<file path="config.mk">
export PLATFORM = sky130hd
export DESIGN_NAME = vipc_ctrl
export DESIGN_NICKNAME = d
export VERILOG_FILES = /design/src/design/vipc_pkg.sv /design/src/design/vipc_ctrl.sv /design/src/design/vipc_sync.sv
export SDC_FILE = /design/constraint.sdc
export NUM_CORES = 1
export LEC_CHECK = 0
export ABC_AREA = 0
export BUFFER_PORTS_ARGS = -buffer_cell sky130_fd_sc_hd__buf_2
export CORE_MARGIN = 1.5
export CORE_UTILIZATION = 40
export CTS_BUF_LIST = sky130_fd_sc_hd__clkbuf_2 sky130_fd_sc_hd__clkbuf_4 sky130_fd_sc_hd__clkbuf_8
export CTS_CLUSTER_DIAMETER = 200
export DETAILED_ROUTE_END_ITERATION = 10
export PLACE_DENSITY = 0.69
export SYNTH_ARGS = -nofsm -noshare
export SYNTH_HDL_FRONTEND = slang
export SYNTH_SLANG_ARGS = --single-unit
</file>
<file path="constraint.sdc">
create_clock -name mclk_in -period 20.5 [get_ports mclk_in]
set_input_delay 4.1 -clock mclk_in [delete_from_list [all_inputs] [get_ports mclk_in]]
set_output_delay 4.1 -clock mclk_in [all_outputs]
set_load 0.05 [all_outputs]
</file>
<file path="src/design/vipc_pkg.sv">
// package of constants and types for the vectored interrupt priority controller
// Notes on behaviour
// - Idle stops the core clock but keeps peripheral clocks running for wake-up.
// - Power-down stops the oscillator and freezes flags and grant; the pin synchroniser keeps running.
// - Power-down exits on reset or an enabled, level-sensitive external interrupt.
// - Software interrupts run below every event level, letting lower events in.
// - Forty-two vectors: 13 events, 7 software, 16 traps, 6 exceptions.
// - An event above the running priority preempts and is taken at once.
// - Among pending events the highest priority wins.
// - Equal priorities are resolved by fixed rank, lower rank wins.
// - Each event has its own enable bit in the low or high enable register.
// - Global enable in bit 7 of the low enable register gates all events.
// - Each event has a 3-bit priority field; zero disables the event.
// - Event fields map to levels 9..15; software 1..7; 8 unused; 0 off.
// - Reset vectors at zero with rank 0; traps share rank 1 in a block.
// - Exceptions are non-maskable and ignore every enable bit.
// - Event vectors are four-byte slots 0..15, skipping 6, 7 and 10, ranked 2 to 17.
// - CAN flag register bits raise five separate event requests.
// - Timer 2 requests on overflow or external flag; trigger pin in baud mode.
// - Seven software interrupts with request and enable bits, fixed levels.
package vipc_pkg;

  localparam int NUM_EVT  = 13;
  localparam int NUM_SWI  = 7;
  localparam int NUM_TRAP = 16;
  localparam int NUM_EXC  = 6;
  localparam int NUM_VEC  = NUM_EVT + NUM_SWI + NUM_TRAP + NUM_EXC;
  localparam int NUM_PIN  = 3;

  // synchronised pin positions
  localparam int PIN_EXT0 = 0;
  localparam int PIN_EXT1 = 1;
  localparam int PIN_TIMER2_TRIGGER_PIN = 2;

  // event indices that own an edge flag
  localparam logic [3:0] EVT_EXT0 = 4'h0;
  localparam logic [3:0] EVT_EXT1 = 4'h2;
  localparam logic [3:0] EVT_TMR2 = 4'h4;

  localparam int EA_POS       = 7;
  localparam int EN_EXT0_POS  = 0;
  localparam int EN_EXT1_POS  = 2;
  localparam int FLD_LO_POS   = 0;
  localparam int FLD_HI_POS   = 4;
  localparam int FLD_W        = 3;

  localparam int CAN_RXDONE_POS = 0;
  localparam int CAN_TXDONE_POS = 1;
  localparam int CAN_BUFF_POS   = 2;
  localparam int CAN_MSGERR_POS = 3;
  localparam int CAN_FRMERR_POS = 4;

  // slot = enable bit in {high,low}, priority field index, vector slot; rank is slot + 2
  localparam logic [3:0] EVT_SLOT [0:NUM_EVT-1] = '{4'h0, 4'h1, 4'h2, 4'h3, 4'h4, 4'h5,
                                                    4'h8, 4'h9, 4'hB, 4'hC, 4'hD, 4'hE, 4'hF};

  localparam logic [15:0] VEC_EXC_BASE    = 16'h0000;
  localparam logic [15:0] VEC_SWTRAP_BASE = 16'h0040;
  localparam logic [15:0] VEC_EVT_BASE    = 16'h0080;
  localparam logic [15:0] VEC_SWI_BASE    = 16'h0100;

  localparam logic [3:0] LVL_EXC   = 4'hF;
  localparam logic [3:0] LVL_NONE  = 4'h0;

  typedef enum logic [1:0] {PS_RUN, PS_IDLE, PS_PDOWN} vipc_pstate_e;

  typedef struct packed {
    logic [4:0] can_irq_flag_reg;
    logic       spi_event_flag;
    logic       serial_tx_flag;
    logic       serial_rx_flag;
    logic       timer2_external_flag;
    logic       timer2_overflow_flag;
    logic       timer1_overflow_flag;
    logic       timer0_overflow_flag;
  } vipc_periph_s;

  typedef struct packed {
    logic        valid;
    logic [15:0] vector;
    logic [3:0]  prio;
  } vipc_grant_s;

  typedef struct packed {
    vipc_pstate_e       pstate;
    logic [NUM_PIN-1:0] pin_prev;
    logic [NUM_PIN-1:0] edge_flag;
    vipc_grant_s        grant;
    logic               src_is_evt;
    logic [3:0]         src_evt;
    logic               core_clk_en;
    logic               periph_clk_en;
    logic               osc_en;
    logic               wake;
  } vipc_state_s;

  localparam vipc_grant_s GRANT_RST = '{valid: 1'b0, vector: 16'h0000, prio: 4'h0};

  localparam vipc_state_s STATE_RST = '{pstate: PS_RUN, pin_prev: 3'h7, edge_flag: 3'h0,
                                        grant: GRANT_RST, src_is_evt: 1'b0, src_evt: 4'h0,
                                        core_clk_en: 1'b1, periph_clk_en: 1'b1,
                                        osc_en: 1'b1, wake: 1'b0};

  localparam logic [NUM_PIN-1:0] SYNC_RST = 3'h7;

endpackage : vipc_pkg

</file>
<file path="src/design/vipc_ctrl.sv">
// event arbitration, vector generation and power-reduction wake logic
`timescale 1ns/10ps
module vipc_ctrl (
  input  wire logic                         mclk_in,
  input  wire logic                         reset_in,
  input  wire logic                         clk_en_in,
  input  wire logic [7:0]                   event_enable_low_reg_in,
  input  wire logic [7:0]                   event_enable_high_reg_in,
  input  wire logic [7:0][7:0]              priority_assign_reg_in,
  input  wire logic [6:0]                   soft_irq_request_reg_in,
  input  wire logic [6:0]                   soft_irq_enable_reg_in,
  input  wire logic [vipc_pkg::NUM_PIN-1:0] ext_irq_pins_n_in,
  input  wire logic [1:0]                   ext_level_mode_in,
  input  wire logic                         timer2_baud_mode_in,
  input  wire vipc_pkg::vipc_periph_s       periph_flags_in,
  input  wire logic [vipc_pkg::NUM_EXC-1:0] exception_req_in,
  input  wire logic                         trap_req_in,
  input  wire logic [3:0]                   trap_num_in,
  input  wire logic [3:0]                   current_priority_in,
  input  wire logic                         idle_req_in,
  input  wire logic                         powerdown_req_in,
  input  wire logic                         grant_ack_in,
  output vipc_pkg::vipc_grant_s             grant_out,
  output vipc_pkg::vipc_pstate_e            power_state_out,
  output logic                              core_clk_en_out,
  output logic                              periph_clk_en_out,
  output logic                              osc_enable_out,
  output logic                              wake_out
);
  import vipc_pkg::*;

  vipc_state_s        st_r;
  vipc_state_s        st_nxt;
  logic [NUM_PIN-1:0] sync_n;
  logic               global_event_enable;
  logic [15:0]        enables;
  logic [NUM_EVT-1:0] evt_req;
  logic [3:0]         evt_lvl [0:NUM_EVT-1];
  logic [3:0]         best_lvl;
  logic [3:0]         best_idx;
  logic [3:0]         swi_lvl;
  logic [2:0]         exc_idx;
  logic               exc_any;
  vipc_grant_s        cand;
  logic               cand_is_evt;
  logic               pd_wake;
  logic               ack_take;
  logic               ext0_req;
  logic               ext1_req;

  vipc_sync u_sync (
    .mclk_in    (mclk_in),
    .reset_in   (reset_in),
    .clk_en_in  (clk_en_in),
    .pins_n_in  (ext_irq_pins_n_in),
    .sync_n_out (sync_n)
  );

  assign global_event_enable = event_enable_low_reg_in[EA_POS];
  assign enables             = {event_enable_high_reg_in, event_enable_low_reg_in};
  assign ack_take            = grant_ack_in && st_r.grant.valid;

  // level mode follows the pin; edge mode uses the latched flag
  assign ext0_req = ext_level_mode_in[0] ? ~sync_n[PIN_EXT0] : st_r.edge_flag[PIN_EXT0];
  assign ext1_req = ext_level_mode_in[1] ? ~sync_n[PIN_EXT1] : st_r.edge_flag[PIN_EXT1];

  always_comb
  begin
    evt_req     = '0;
    evt_req[0]  = ext0_req;
    evt_req[1]  = periph_flags_in.timer0_overflow_flag;
    evt_req[2]  = ext1_req;
    evt_req[3]  = periph_flags_in.timer1_overflow_flag;
    evt_req[4]  = periph_flags_in.timer2_overflow_flag
                | periph_flags_in.timer2_external_flag
                | st_r.edge_flag[PIN_TIMER2_TRIGGER_PIN];
    evt_req[5]  = periph_flags_in.can_irq_flag_reg[CAN_BUFF_POS];
    evt_req[6]  = periph_flags_in.serial_rx_flag;
    evt_req[7]  = periph_flags_in.serial_tx_flag;
    evt_req[8]  = periph_flags_in.spi_event_flag;
    evt_req[9]  = periph_flags_in.can_irq_flag_reg[CAN_FRMERR_POS];
    evt_req[10] = periph_flags_in.can_irq_flag_reg[CAN_MSGERR_POS];
    evt_req[11] = periph_flags_in.can_irq_flag_reg[CAN_TXDONE_POS];
    evt_req[12] = periph_flags_in.can_irq_flag_reg[CAN_RXDONE_POS];
  end

  // per-event effective level: 9..15 when eligible, else 0
  for (genvar i = 0; i < NUM_EVT; i++)
  begin : g_evt
    localparam int SLOT = int'(EVT_SLOT[i]);
    logic [FLD_W-1:0] field;
    assign field = priority_assign_reg_in[SLOT / 2][(SLOT % 2) * FLD_HI_POS +: FLD_W];
    assign evt_lvl[i] = (evt_req[i] && enables[SLOT] && global_event_enable && (field != '0))
                      ? {1'b1, field} : LVL_NONE;
  end

  always_comb
  begin
    best_lvl    = LVL_NONE;
    best_idx    = 4'h0;
    swi_lvl     = LVL_NONE;
    exc_idx     = 3'h0;
    exc_any     = 1'b0;
    cand        = GRANT_RST;
    cand_is_evt = 1'b0;
    // strict compare keeps the lowest index, i.e. the best rank, on a tie
    for (int i = 0; i < NUM_EVT; i++)
    begin
      if (evt_lvl[i] > best_lvl)
      begin
        best_lvl = evt_lvl[i];
        best_idx = 4'(i);
      end
    end
    for (int k = 0; k < NUM_SWI; k++)
    begin
      if (soft_irq_request_reg_in[k] && soft_irq_enable_reg_in[k])
        swi_lvl = 4'(k + 1);
    end
    for (int k = NUM_EXC - 1; k >= 0; k--)
    begin
      if (exception_req_in[k])
      begin
        exc_idx = 3'(k);
        exc_any = 1'b1;
      end
    end
    if (exc_any)
    begin
      cand.valid  = 1'b1;
      cand.vector = VEC_EXC_BASE + {11'h000, exc_idx, 2'b00};
      cand.prio   = LVL_EXC;
    end
    else if (trap_req_in)
    begin
      cand.valid  = 1'b1;
      cand.vector = VEC_SWTRAP_BASE + {10'h000, trap_num_in, 2'b00};
      cand.prio   = LVL_EXC;
    end
    else if (best_lvl > current_priority_in)
    begin
      cand.valid  = 1'b1;
      cand.vector = VEC_EVT_BASE + {10'h000, EVT_SLOT[best_idx], 2'b00};
      cand.prio   = best_lvl;
      cand_is_evt = 1'b1;
    end
    else if (swi_lvl > current_priority_in)
    begin
      cand.valid  = 1'b1;
      cand.vector = VEC_SWI_BASE + {10'h000, swi_lvl - 4'h1, 2'b00};
      cand.prio   = swi_lvl;
    end
  end

  // only enabled, level-sensitive external pins may restart the oscillator
  assign pd_wake = global_event_enable
                 && ((enables[EN_EXT0_POS] && ext_level_mode_in[0] && !sync_n[PIN_EXT0])
                  || (enables[EN_EXT1_POS] && ext_level_mode_in[1] && !sync_n[PIN_EXT1]));

  always_comb
  begin
    st_nxt      = st_r;
    st_nxt.wake = 1'b0;
    unique case (st_r.pstate)
      PS_RUN:
      begin
        if (powerdown_req_in)
        begin
          st_nxt.pstate        = PS_PDOWN;
          st_nxt.osc_en        = 1'b0;
          st_nxt.core_clk_en   = 1'b0;
          st_nxt.periph_clk_en = 1'b0;
        end
        else if (idle_req_in)
        begin
          st_nxt.pstate        = PS_IDLE;
          st_nxt.core_clk_en   = 1'b0;
          st_nxt.periph_clk_en = 1'b1;
        end
      end
      PS_IDLE:
      begin
        if (cand.valid)
        begin
          st_nxt.pstate      = PS_RUN;
          st_nxt.core_clk_en = 1'b1;
          st_nxt.wake        = 1'b1;
        end
      end
      PS_PDOWN:
      begin
        if (pd_wake)
        begin
          st_nxt.pstate        = PS_RUN;
          st_nxt.osc_en        = 1'b1;
          st_nxt.core_clk_en   = 1'b1;
          st_nxt.periph_clk_en = 1'b1;
          st_nxt.wake          = 1'b1;
        end
      end
      // the unused code recovers to run with every clock on
      default:
      begin
        st_nxt.pstate        = PS_RUN;
        st_nxt.osc_en        = 1'b1;
        st_nxt.core_clk_en   = 1'b1;
        st_nxt.periph_clk_en = 1'b1;
      end
    endcase
    // power-down freezes flags and grant; only the wake path stays live
    if (st_r.pstate != PS_PDOWN)
    begin
      st_nxt.pin_prev = sync_n;
      for (int j = 0; j < NUM_PIN; j++)
      begin
        logic set_f;
        logic clr_f;
        set_f = st_r.pin_prev[j] && !sync_n[j];
        clr_f = ack_take && st_r.src_is_evt;
        if (j == PIN_EXT0)
        begin
          set_f = set_f && !ext_level_mode_in[0];
          clr_f = clr_f && (st_r.src_evt == EVT_EXT0);
        end
        else if (j == PIN_EXT1)
        begin
          set_f = set_f && !ext_level_mode_in[1];
          clr_f = clr_f && (st_r.src_evt == EVT_EXT1);
        end
        else
        begin
          set_f = set_f && timer2_baud_mode_in;
          clr_f = clr_f && (st_r.src_evt == EVT_TMR2);
        end
        // a new edge in the acknowledge cycle survives the clear
        st_nxt.edge_flag[j] = set_f || (st_r.edge_flag[j] && !clr_f);
      end
      // one quiet cycle after an acknowledge avoids a double take
      if (ack_take)
        st_nxt.grant.valid = 1'b0;
      else
      begin
        st_nxt.grant      = cand;
        st_nxt.src_is_evt = cand_is_evt;
        st_nxt.src_evt    = best_idx;
      end
    end
  end

  always_ff @(posedge mclk_in)
  begin
    if (reset_in)
      st_r <= STATE_RST;
    else if (clk_en_in)
      st_r <= st_nxt;
  end

  assign grant_out         = st_r.grant;
  assign power_state_out   = st_r.pstate;
  assign core_clk_en_out   = st_r.core_clk_en;
  assign periph_clk_en_out = st_r.periph_clk_en;
  assign osc_enable_out    = st_r.osc_en;
  assign wake_out          = st_r.wake;
endmodule : vipc_ctrl

</file>
<file path="src/design/vipc_sync.sv">
// two-flop synchroniser for the active-low external interrupt pins
`timescale 1ns/10ps
module vipc_sync (
  input  wire logic                        mclk_in,
  input  wire logic                        reset_in,
  input  wire logic                        clk_en_in,
  input  wire logic [vipc_pkg::NUM_PIN-1:0] pins_n_in,
  output logic      [vipc_pkg::NUM_PIN-1:0] sync_n_out
);
  import vipc_pkg::*;

  typedef struct packed {
    logic [NUM_PIN-1:0] meta;
    logic [NUM_PIN-1:0] sync;
  } vipc_sync_s;

  vipc_sync_s st_r;
  vipc_sync_s st_nxt;

  // meta is seen only by the second stage
  always_comb
  begin
    st_nxt      = st_r;
    st_nxt.meta = pins_n_in;
    st_nxt.sync = st_r.meta;
  end

  always_ff @(posedge mclk_in)
  begin
    if (reset_in)
      st_r <= '{meta: SYNC_RST, sync: SYNC_RST};
    else if (clk_en_in)
      st_r <= st_nxt;
  end

  assign sync_n_out = st_r.sync;

endmodule : vipc_sync

</file>
==> run_results.csv, run 1 <==
group,metric,value,unit
clock_tree,cts_tree,"done",
critical_path,crit_cells,90,
timing,slew_headroom,34.33,%
status,violations,"negative setup slack",
finish,layout.cells.most_common,"buf_2",
timing,hold_viol,0,
hold_path,whs_path_depth,2,
placed_design,dp_cells,943,
die,die_w,109.8,um
finish,instances_no_fill,982,
drt,viasPerCell,5.682,
die,fp.dieH,109.8,um
critical_path,rr_startpoint,"u_sync.sync_n_out[0]$_SDFFE_PP1P_",
critical_path,r2r-end,"core_clk_en_out$_SDFFE_PP1P_",
drt,firstDrtPassIters,5,
clock_tree,cts_buffer_depth,2,
clock_tree,numCtsBuffers,5,
timing,max_freq,0.04813,GHz
die,core_area,10980,um^2
yosys,async_flop_share,0,%
drt,drc_errors,0,
drt,drt_iter0_drc,370,
placed_design,gp_congestion,0.9268,
critical_path,crit_path_start_kind,"input port",
clock_tree,clock_latency,0.29,ns
yosys,synth_cell_types,70,
yosys,ys.flop_type,"dfxtp_1",
critical_path,critical_path.max_fanout,8,
timing,grt_setup_unrepaired,"yes",
yosys,yosys_warnings,0,
critical_path,max_stage_delay,0.57,ns
timing,max_slew.worst_pin.slew,0.9850,ns
critical_path,worst-r2r-cell-count,89,
global_route,antenna_found_initial,1,
finish,diodes,0,
yosys,yosysSeqAreaShare,14.93,%
placed_design,port_buffers,123,
finish,layout_common_cells,"122 x buf_2, 104 x buf_4, 78 x nand2_1, 49 x ha_1, 45 x nor2_1",
global_route,grt_pass1_wl,22.94,mm
timing,finalCritPeriodShare,101.4,%
global_route,grt_pass1_vias,5246,
finish,postLayoutCoreUtil,61.64,%
critical_path,crit_type,"in -> reg",
timing,finalMaxSlewViolations,0,
drt,num_vias,5580,
die,fp-row-count,38,
job,cap_viol_max_count,0,
yosys,ys_ff_latch,34,
die,start_util,41.51,%
clock_tree,htreeDepth,2,
clock_tree,root_buffer,"clkbuf_8",
finish,drive_above_1_share,42.52,%
critical_path,critical_path.endpoint,"core_clk_en_out$_SDFFE_PP1P_",
yosys,netlist_area,4559,um^2
timing,finalCriticalPeriod,20.78,ns
placed_design,place_ws,-0.7970,ns
die,io_pins,160,
critical_path,critPathSlowestCell,"or4_4",
global_route,grt_max_degree,21,
hold_path,hp-class,"reg -> reg",
global_route,overflow,0,
die,dieArea,12050,um^2
global_route,grt_usage,23.31,%
clock_tree,clock-sinks,34,
critical_path,cp.required,20.72,ns
critical_path,cpLargestDelayFamily,"compound AO/OA/AOI/OAI gates",
yosys,synth_top_area_share,16.47,%
critical_path,startpoint,"ext_level_mode_in[0]",
status,outcome,"finished, violations left",
yosys,synthTopCellsByArea,"ha_1 16%, dfxtp_1 15%, nand2_1 6.8%",
drt,drtAntennaViolNets,0,
timing,setup_viol,8,
critical_path,cp_common_cell,"ha_1",
drt,wl_per_cell,15.74,um
critical_path,critPathCaptureType,"flop",
clock_tree,clkTransAtPathRegs,0.07,ns
critical_path,cp.arrival,21.00,ns
placed_design,dpl.hpwl,11.37,mm
finish,syn_to_final_growth,48.49,%
critical_path,rrSetupSlack,3.27,ns
clock_tree,holdBufCountCts,0,
yosys,synth_edf_count,0,
finish,final_nets,1034,
timing,finClkSkew,0.003891,ns
drt,wl,15.46,mm
critical_path,path_buf_inv,9,
yosys,avgSynthCellArea,7.226,um^2
yosys,synth_top_area_cell,"ha_1",
yosys,synth_cells,631,
timing,setup_slack,-0.2770,ns
## layer usage
metal | share of wire, % | wire (um) | global-route usage, %
met4 | 2.3 | 348 | 7.607
met3 | 4.6 | 708 | 2.727
met2 | 52 | 8079 | 42.99
met5 | 0 | 0 | 0
met1 | 41 | 6322 | 27.76
## what timing repair did
item	CTS	global route
cloned	0	0
gates resized for setup	36	98
buffers inserted	7	24
pin swaps	27	79
endpoints found under the setup margin	11	15
hold endpoints to repair	0	0
## area by class of cell
cell class | instances | area (um^2)
fill | 948 | 4213
clock inverter | 2 | 60.06
multi-input combinational | 528 | 4146
tap | 140 | 175.2
inverter | 39 | 151.4
timing repair buffer | 233 | 1474
sequential | 34 | 680.7
clock buffer | 6 | 82.58
## Yosys cell counts (5+ instances only)
cell type,number
a21oi_1,44
dfxtp_1,34
clkbuf_1,15
o211ai_1,8
o21a_1,16
a31oi_1,8
and3_1,13
o31ai_1,6
o211a_1,7
a22oi_1,5
ha_1,60
nand3_1,16
inv_1,39
nand2b_1,6
o21ai_0,34
nor2_1,55
nor3_1,10
o31a_1,11
nor2b_1,12
a21o_1,12
a221oi_1,5
buf_4,23
nand4_1,10
nand2_1,83
mux2i_1,7
and2_1,17
## worst min path at each step
stage / startpoint / end / slack [ns]
final: grant_out[8]$_SDFFE_PP0P_ / grant_out[8]$_SDFFE_PP0P_ / 0.47
after global routing: wake_out$_SDFFE_PP0P_ / wake_out$_SDFFE_PP0P_ / 0.48
after CTS: grant_out[8]$_SDFFE_PP0P_ / grant_out[8]$_SDFFE_PP0P_ / 0.47
after detailed placement: grant_out[9]$_SDFFE_PP0P_ / grant_out[9]$_SDFFE_PP0P_ / 0.45
after global placement: grant_out[9]$_SDFFE_PP0P_ / grant_out[9]$_SDFFE_PP0P_ / 0.44
after floorplan: grant_out[9]$_SDFFE_PP0P_ / grant_out[9]$_SDFFE_PP0P_ / 0.43
## sequential cells by signal, indices dropped and copies added, names as in the netlist, 2 cells and up
name / cells
grant_out: 12
power_state_out: 2
st_r: 10
u_sync.st_nxt: 3
u_sync.sync_n_out: 3
## stage by stage
stage	hold WS, ns	area (um^2)	setup TNS, ns
2_1_floorplan	0.4323	4718	0
3_3_place_gp	0.4404	5858	-0.7956
3_5_place_dp	0.4514	5858	-6.085
4_1_cts	0.4680	6197	0
5_1_grt	0.4839	6770	-10.29
6_report	0.4679	6770	-1.332
## kinds of logic (layout without fill, tap and decap cells)
| kind of cell | count (synthesis) | count (layout) | share of synthesized area (%) |
|---|---|---|---|
| buffers and inverters | 77 | 280 | 8.233 |
| other | 1 | 9 | 0.08225 |
| xor gates and xnor gates | 1 | 1 | 0.1921 |
| and+or+nand+nor | 243 | 243 | 25.71 |
| adders and majority gates | 60 | 60 | 16.47 |
| AOI/OAI and AO/OA | 206 | 206 | 32.36 |
| muxes | 9 | 9 | 2.031 |
| DFF | 34 | 34 | 14.93 |
## worst reg2reg max path: cells and delay by family, from the launching register on
| kind | cells | cell delay (ns) |
|---|---|---|
| simple gates | 26 | 4.67 |
| fa+ha+maj | 13 | 3.63 |
| compound gates | 42 | 7.68 |
| flops | 1 | 0.35 |
| buf+inv | 8 | 0.85 |
Power of run 1 is left out: the tool's default activity adds up to more than one toggle a clock period on the data nets, which glitch-free logic cannot reach.
==> inputs of run 2 (changes only) <==
--- a/config.mk
+++ b/config.mk
@@ -6,7 +6,7 @@
 export NUM_CORES = 1
 export LEC_CHECK = 0
 export ABC_AREA = 0
-export BUFFER_PORTS_ARGS = -buffer_cell sky130_fd_sc_hd__buf_2
+export BUFFER_PORTS_ARGS = -buffer_cell sky130_fd_sc_hd__buf_4
 export CORE_MARGIN = 1.5
 export CORE_UTILIZATION = 40
 export CTS_BUF_LIST = sky130_fd_sc_hd__clkbuf_2 sky130_fd_sc_hd__clkbuf_4 sky130_fd_sc_hd__clkbuf_8
==> run 2 against run 1 <==
The flow now finishes without violations; critical path depth is 3 lower; fmax is 1.7% higher; flip-flop and latch count stayed put; final cell count is 1.0% higher; final area is 2.8% higher; sequential share of layout area is 0.28 points lower; non-clock buffer count is 11 higher; clock-buffer cell count stayed put; worst setup slack better by 0.34 ns; wire length is 6.1% lower.
==> run_results.csv, run 2 (synthesis gave the netlist of run 1 again) <==
group,metric,value,unit
status,outcome,"finished, final reports clean",
critical_path,cp.required,20.71,ns
hold_path,whs_path_depth,2,
timing,max_slew.worst_pin.slew,0.9309,ns
critical_path,critPathSlowestCell,"or4_4",
timing,finalMaxSlewViolations,0,
placed_design,dp_cells,958,
critical_path,crit_path_start_kind,"input port",
critical_path,rr_startpoint,"u_sync.sync_n_out[0]$_SDFFE_PP1P_",
critical_path,critPathCaptureType,"flop",
die,die_w,109.8,um
die,fp.dieH,109.8,um
drt,drc_errors,0,
global_route,overflow,0,
critical_path,critical_path.max_fanout,7,
clock_tree,htreeDepth,2,
die,io_pins,160,
drt,num_vias,5496,
hold_path,whs_endpoint,"grant_out[9]$_SDFFE_PP0P_",
clock_tree,clock-sinks,34,
drt,wl_per_cell,14.64,um
hold_path,hp-class,"reg -> reg",
finish,instances_no_fill,992,
timing,finalCritPeriodShare,99.67,%
placed_design,place_ws,-0.7130,ns
drt,drtAntennaViolNets,0,
critical_path,worst-r2r-cell-count,86,
critical_path,rrSetupSlack,3.63,ns
critical_path,cp_common_cell,"ha_1",
critical_path,crit_type,"in -> reg",
finish,diodes,0,
die,core_area,10980,um^2
drt,viasPerCell,5.540,
global_route,antenna_found_initial,0,
clock_tree,cts_tree,"done",
clock_tree,numCtsBuffers,5,
clock_tree,cts_buffer_depth,2,
timing,finalCriticalPeriod,20.43,ns
clock_tree,root_buffer,"clkbuf_8",
finish,layout_common_cells,"238 x buf_4, 77 x nand2_1, 52 x ha_1, 47 x nor2_1, 36 x inv_1",
placed_design,gp_congestion,0.8798,
die,start_util,41.51,%
global_route,grt_pass1_vias,5211,
timing,max_freq,0.04894,GHz
hold_path,worstHoldStart,"grant_out[9]$_SDFFE_PP0P_",
finish,drive_above_1_share,41.43,%
timing,setup_slack,0.06686,ns
critical_path,max_stage_delay,0.58,ns
critical_path,r2r-end,"core_clk_en_out$_SDFFE_PP1P_",
timing,finClkSkew,0.004921,ns
global_route,grt_max_degree,21,
die,fp-row-count,38,
timing,setup_viol,0,
global_route,grt_usage,22.69,%
clock_tree,clkTransAtPathRegs,0.07,ns
drt,wl,14.52,mm
clock_tree,holdBufCountCts,0,
finish,syn_to_final_growth,52.72,%
finish,largest_reg_flops,12,
finish,layout.cells.most_common,"buf_4",
job,cap_viol_max_count,0,
timing,grt_setup_unrepaired,"yes",
clock_tree,clock_latency,0.28,ns
finish,postLayoutCoreUtil,63.40,%
placed_design,dpl.hpwl,11.46,mm
die,dieArea,12050,um^2
drt,firstDrtPassIters,4,
drt,drt_iter0_drc,256,
timing,slew_headroom,37.94,%
critical_path,cp.arrival,20.64,ns
placed_design,port_buffers,123,
timing,hold_viol,0,
finish,final_nets,1045,
global_route,grt_pass1_wl,22.50,mm
-- run 2: cell count changes in the layout (fill, tap and decap cells not counted), moves of 3 or more --
| cell | previous run | this run |
|---|---|---|
| ha_1 | 49 | 52 |
| o21ai_0 | 14 | 17 |
| buf_2 | 122 | 0 |
| buf_4 | 104 | 238 |
-- run 2: what timing repair did --
action,4_1_cts,5_1_grt
pin swaps,21,64
buffers inserted,11,16
gates resized for setup,28,77
endpoints found under the setup margin,10,15
-- run 2: worst max path at each step --
stage,start,to,slack (ns),cells after the start
6_report,ext_level_mode_in[0],core_clk_en_out$_SDFFE_PP1P_,0.07,87
5_1_grt,ext_level_mode_in[0],core_clk_en_out$_SDFFE_PP1P_,-0.64,89
4_1_cts,ext_level_mode_in[0],power_state_out[1]$_SDFFE_PP0P_,0.006,91
3_5_place_dp,ext_level_mode_in[0],power_state_out[1]$_SDFFE_PP0P_,-0.71,85
3_3_place_gp,ext_level_mode_in[0],power_state_out[1]$_SDFFE_PP0P_,-0.31,85
2_1_floorplan,ext_level_mode_in[0],power_state_out[1]$_SDFFE_PP0P_,0.10,88
-- run 2: metrics by stage --
step | TNS [ns] | hold slack (ns) | cell area, um^2
floorplan | 0 | 0.4323 | 4718
global placement | -1.119 | 0.4449 | 6279
detailed placement | -5.175 | 0.4474 | 6279
CTS | 0 | 0.4561 | 6546
global route | -5.631 | 0.4885 | 6963
finish | 0 | 0.4548 | 6963
-- run 2: routing by layer --
| layer | global-route usage [%] | vias up | routed length (um) |
|---|---|---|---|
| li1 | - | 2765 | - |
| met1 | 27.22 | 2553 | 6179 |
| met2 | 43.03 | 155 | 7559 |
| met3 | 2.015 | 23 | 540 |
| met4 | 5.473 | 0 | 241 |
| met5 | 0 | - | 0 |
-- run 2: worst max-delay path: cells and delay by family --
family                     cells  cell delay, ns
AOI/OAI and AO/OA             40            7.52
and+or+nand+nor               24            4.45
buffers and inverters         10            1.10
adders and majority gates     13            3.48
-- run 2: final cells by class --
cell class	count	area [um^2]
clock inverter	1	7.507
multi-input combinational	528	4011
tap	140	175.2
inverter	39	153.9
sequential	34	680.7
clock buffer	6	76.32
timing repair buffer	244	1858
fill	951	4020
Power of run 2 is left out for the same reason.
==> inputs of run 3 (changes only) <==
--- a/config.mk
+++ b/config.mk
@@ -15,4 +15,5 @@
 export PLACE_DENSITY = 0.69
 export SYNTH_ARGS = -nofsm -noshare
 export SYNTH_HDL_FRONTEND = slang
+export SYNTH_HIERARCHICAL = 1
 export SYNTH_SLANG_ARGS = --single-unit
==> run 3 against run 2 <==
The flow now finishes with violations (negative setup slack); worst setup slack got worse by 1.1 ns; highest routed layer unchanged; critical path depth rose by 20; via count rose by 10%; worst hold slack improved by 0.0056 ns; die area rose by 1.9%; final area rose by 18%; clock skew rose by 0.0012 ns; wire length rose by 27%; synthesized area rose by 2.0%.
==> run_results.csv, run 3 <==
group,metric,value,unit
critical_path,max_stage_delay,0.58,ns
critical_path,critical_path.max_fanout,7,
finish,layout_common_cells,"313 x buf_4, 74 x nand2_1, 42 x nor2_1, 35 x ha_1, 34 x dfxtp_1",
timing,setup_viol,15,
timing,setup_slack,-1.047,ns
clock_tree,clock_latency,0.29,ns
yosys,yosys_warnings,6,
timing,finalCritPeriodShare,105.1,%
drt,drt_iter0_drc,316,
global_route,overflow,0,
drt,wl,18.37,mm
critical_path,critPathCaptureType,"flop",
yosys,avgSynthCellArea,7.244,um^2
die,dieArea,12280,um^2
die,fp-row-count,39,
status,outcome,"finished, violations left",
die,die_w,110.8,um
clock_tree,htreeDepth,2,
drt,drc_errors,0,
finish,syn_to_final_growth,76.89,%
timing,slew_headroom,2.363,%
finish,layout.cells.most_common,"buf_4",
global_route,grt_max_degree,37,
critical_path,cp.required,20.72,ns
global_route,grt_usage,26.27,%
global_route,grtUsageMet3,3.062,%
clock_tree,cts_tree,"done",
critical_path,crit_type,"in -> reg",
yosys,yosysSeqAreaShare,14.64,%
clock_tree,numCtsBuffers,5,
global_route,grt_pass1_vias,6055,
yosys,synth_top_area_share,16.14,%
drt,num_vias,6057,
timing,grt_setup_unrepaired,"yes",
clock_tree,cts_buffer_depth,2,
global_route,grt_pass1_wl,27.28,mm
job,cap_viol_max_count,0,
yosys,async_flop_share,0,%
global_route,use_met2,50.33,%
yosys,synth_cells,642,
yosys,yosysMostFrequentCell,"nand2_1",
placed_design,dpl.hpwl,12.07,mm
critical_path,worst-r2r-cell-count,107,
finish,finalInstanceArea,8227,um^2
finish,diodes,0,
drt,firstDrtPassIters,4,
critical_path,crit_path_start_kind,"input port",
critical_path,cp.arrival,21.77,ns
finish,final_nets,1135,
clock_tree,clkTransAtPathRegs,0.07,ns
die,start_util,40.90,%
critical_path,critPathSlowestCell,"or4_4",
timing,finalMaxSlewViolations,0,
die,core_area,11370,um^2
global_route,grt-busiest-layer,"met2",
critical_path,r2r-end,"core_clk_en_out$_SDFFE_PP1P_",
drt,viasPerCell,5.577,
placed_design,gp_congestion,0.8941,
die,io_pins,160,
yosys,ys.flop_type,"dfxtp_1",
clock_tree,clock-sinks,34,
yosys,synth_top_area_cell,"ha_1",
hold_path,whs_path_depth,1,
finish,multi_input_area,4667,um^2
yosys,ys_ff_latch,34,
timing,hold_viol,0,
drt,drtAntennaViolNets,0,
finish,fillCellCount,819,
timing,finalCriticalPeriod,21.55,ns
clock_tree,holdBufCountCts,0,
yosys,synthTopCellsByArea,"ha_1 16%, dfxtp_1 15%, nand2_1 6.7%",
timing,whs,0.4604,ns
yosys,ys_top_cells_by_count,"83 x nand2_1, 60 x ha_1, 49 x nor2_1, 40 x a21oi_1, 34 x dfxtp_1",
global_route,met1_usage,29.48,%
drt,wl_per_cell,16.92,um
yosys,synth_cell_types,68,
timing,finClkSkew,0.006076,ns
finish,largest_reg_flops,12,
hold_path,whs_endpoint,"u_sync/sync_n_out[0]$_SDFFE_PP1P_",
critical_path,rr_startpoint,"st_r[30]$_SDFFE_PP0P_",
critical_path,rrSetupSlack,2.44,ns
hold_path,hp-class,"reg -> reg",
finish,drive_above_1_share,52.39,%
yosys,synth_edf_count,0,
finish,regArea,680.7,um^2
placed_design,post_dp_cell_area,6688,um^2
hold_path,worstHoldStart,"u_sync/st_nxt[0]$_SDFFE_PP1P_",
clock_tree,root_buffer,"clkbuf_8",
timing,max_freq,0.04641,GHz
global_route,antenna_found_initial,0,
status,violations,"negative setup slack",
timing,max_slew.worst_pin.slew,1.455,ns
yosys,netlist_area,4651,um^2
critical_path,cp_common_cell,"buf_4",
placed_design,port_buffers,123,
die,fp.dieH,110.8,um
==> run 3: changes by cell type after synthesis, moves of 5 or more <==
cell,change
a211o_1,+5
a211oi_1,+8
a221oi_1,-5
and2_1,+12
inv_1,-14
nand2b_1,+5
nor2_1,-6
nor2b_1,+5
nor3_1,+5
o21a_1,+7
o21bai_1,+5
==> run 3: timing repair <==
action,CTS,global route
buffers inserted,55,25
hold endpoints to repair,0,0
setup endpoints to repair,15,15
pin swaps,32,83
gates resized for setup,64,110
==> run 3: per-stage QoR <==
stage	cells	setup WS, ns	utilization (%)	TNS, ns
6_report	1086	-1.047	72.36	-11.24
3_3_place_gp	999	-0.8458	58.82	-9.084
5_1_grt	1086	-1.608	72.36	-19.74
3_5_place_dp	999	-1.264	58.82	-15.11
4_1_cts	1062	-0.3389	65.91	-1.953
2_1_floorplan	650	-0.6384	-	-3.982
==> run 3: cells by family after synthesis <==
family | synth area share (%)
muxes | 1.372
and+or+nand+nor | 29.22
buffers and inverters | 7.425
AOI/OAI and AO/OA | 30.94
xor gates and xnor gates | 0.1884
adders and majority gates | 16.14
other | 0.08063
DFF | 14.64
==> run 3: per-layer routing <==
layer / vias up / share of wire (%)
met5: - / 0
met4: 0 / 3.5
met3: 55 / 4.4
met2: 205 / 52
met1: 2855 / 40
li1: 2942 / -
==> run 3: layout make-up <==
| cell class | instances | share of cell area (%) |
|---|---|---|
| multi-input cells | 550 | 56.73 |
| repair buffers | 326 | 30.49 |
| flip-flops and latches | 34 | 8.274 |
| well taps | 143 | 2.175 |
| inverters | 25 | 1.171 |
| clock buffers | 7 | 1.095 |
| clock inverters | 1 | 0.06084 |
==> run 3: how the worst max path moves through the flow <==
stage	from	to	slack [ns]	depth (start not counted)
finish	ext_level_mode_in[0]	core_clk_en_out$_SDFFE_PP1P_	-1.05	107
global route	ext_level_mode_in[0]	core_clk_en_out$_SDFFE_PP1P_	-1.61	105
CTS	event_enable_low_reg_in[7]	core_clk_en_out$_SDFFE_PP1P_	-0.34	100
detailed placement	ext_level_mode_in[0]	core_clk_en_out$_SDFFE_PP1P_	-1.26	97
global placement	ext_level_mode_in[0]	core_clk_en_out$_SDFFE_PP1P_	-0.85	97
floorplan	ext_level_mode_in[0]	core_clk_en_out$_SDFFE_PP1P_	-0.64	103
==> run 3: critical path: cells and delay by family <==
family / cells / cell delay [ns]
AOI/OAI and AO/OA: 34 / 6.21
buffers and inverters: 40 / 4.97
and+or+nand+nor: 22 / 3.74
adders and majority gates: 10 / 2.37
muxes: 1 / 0.35
Power of run 3 is left out for the same reason.
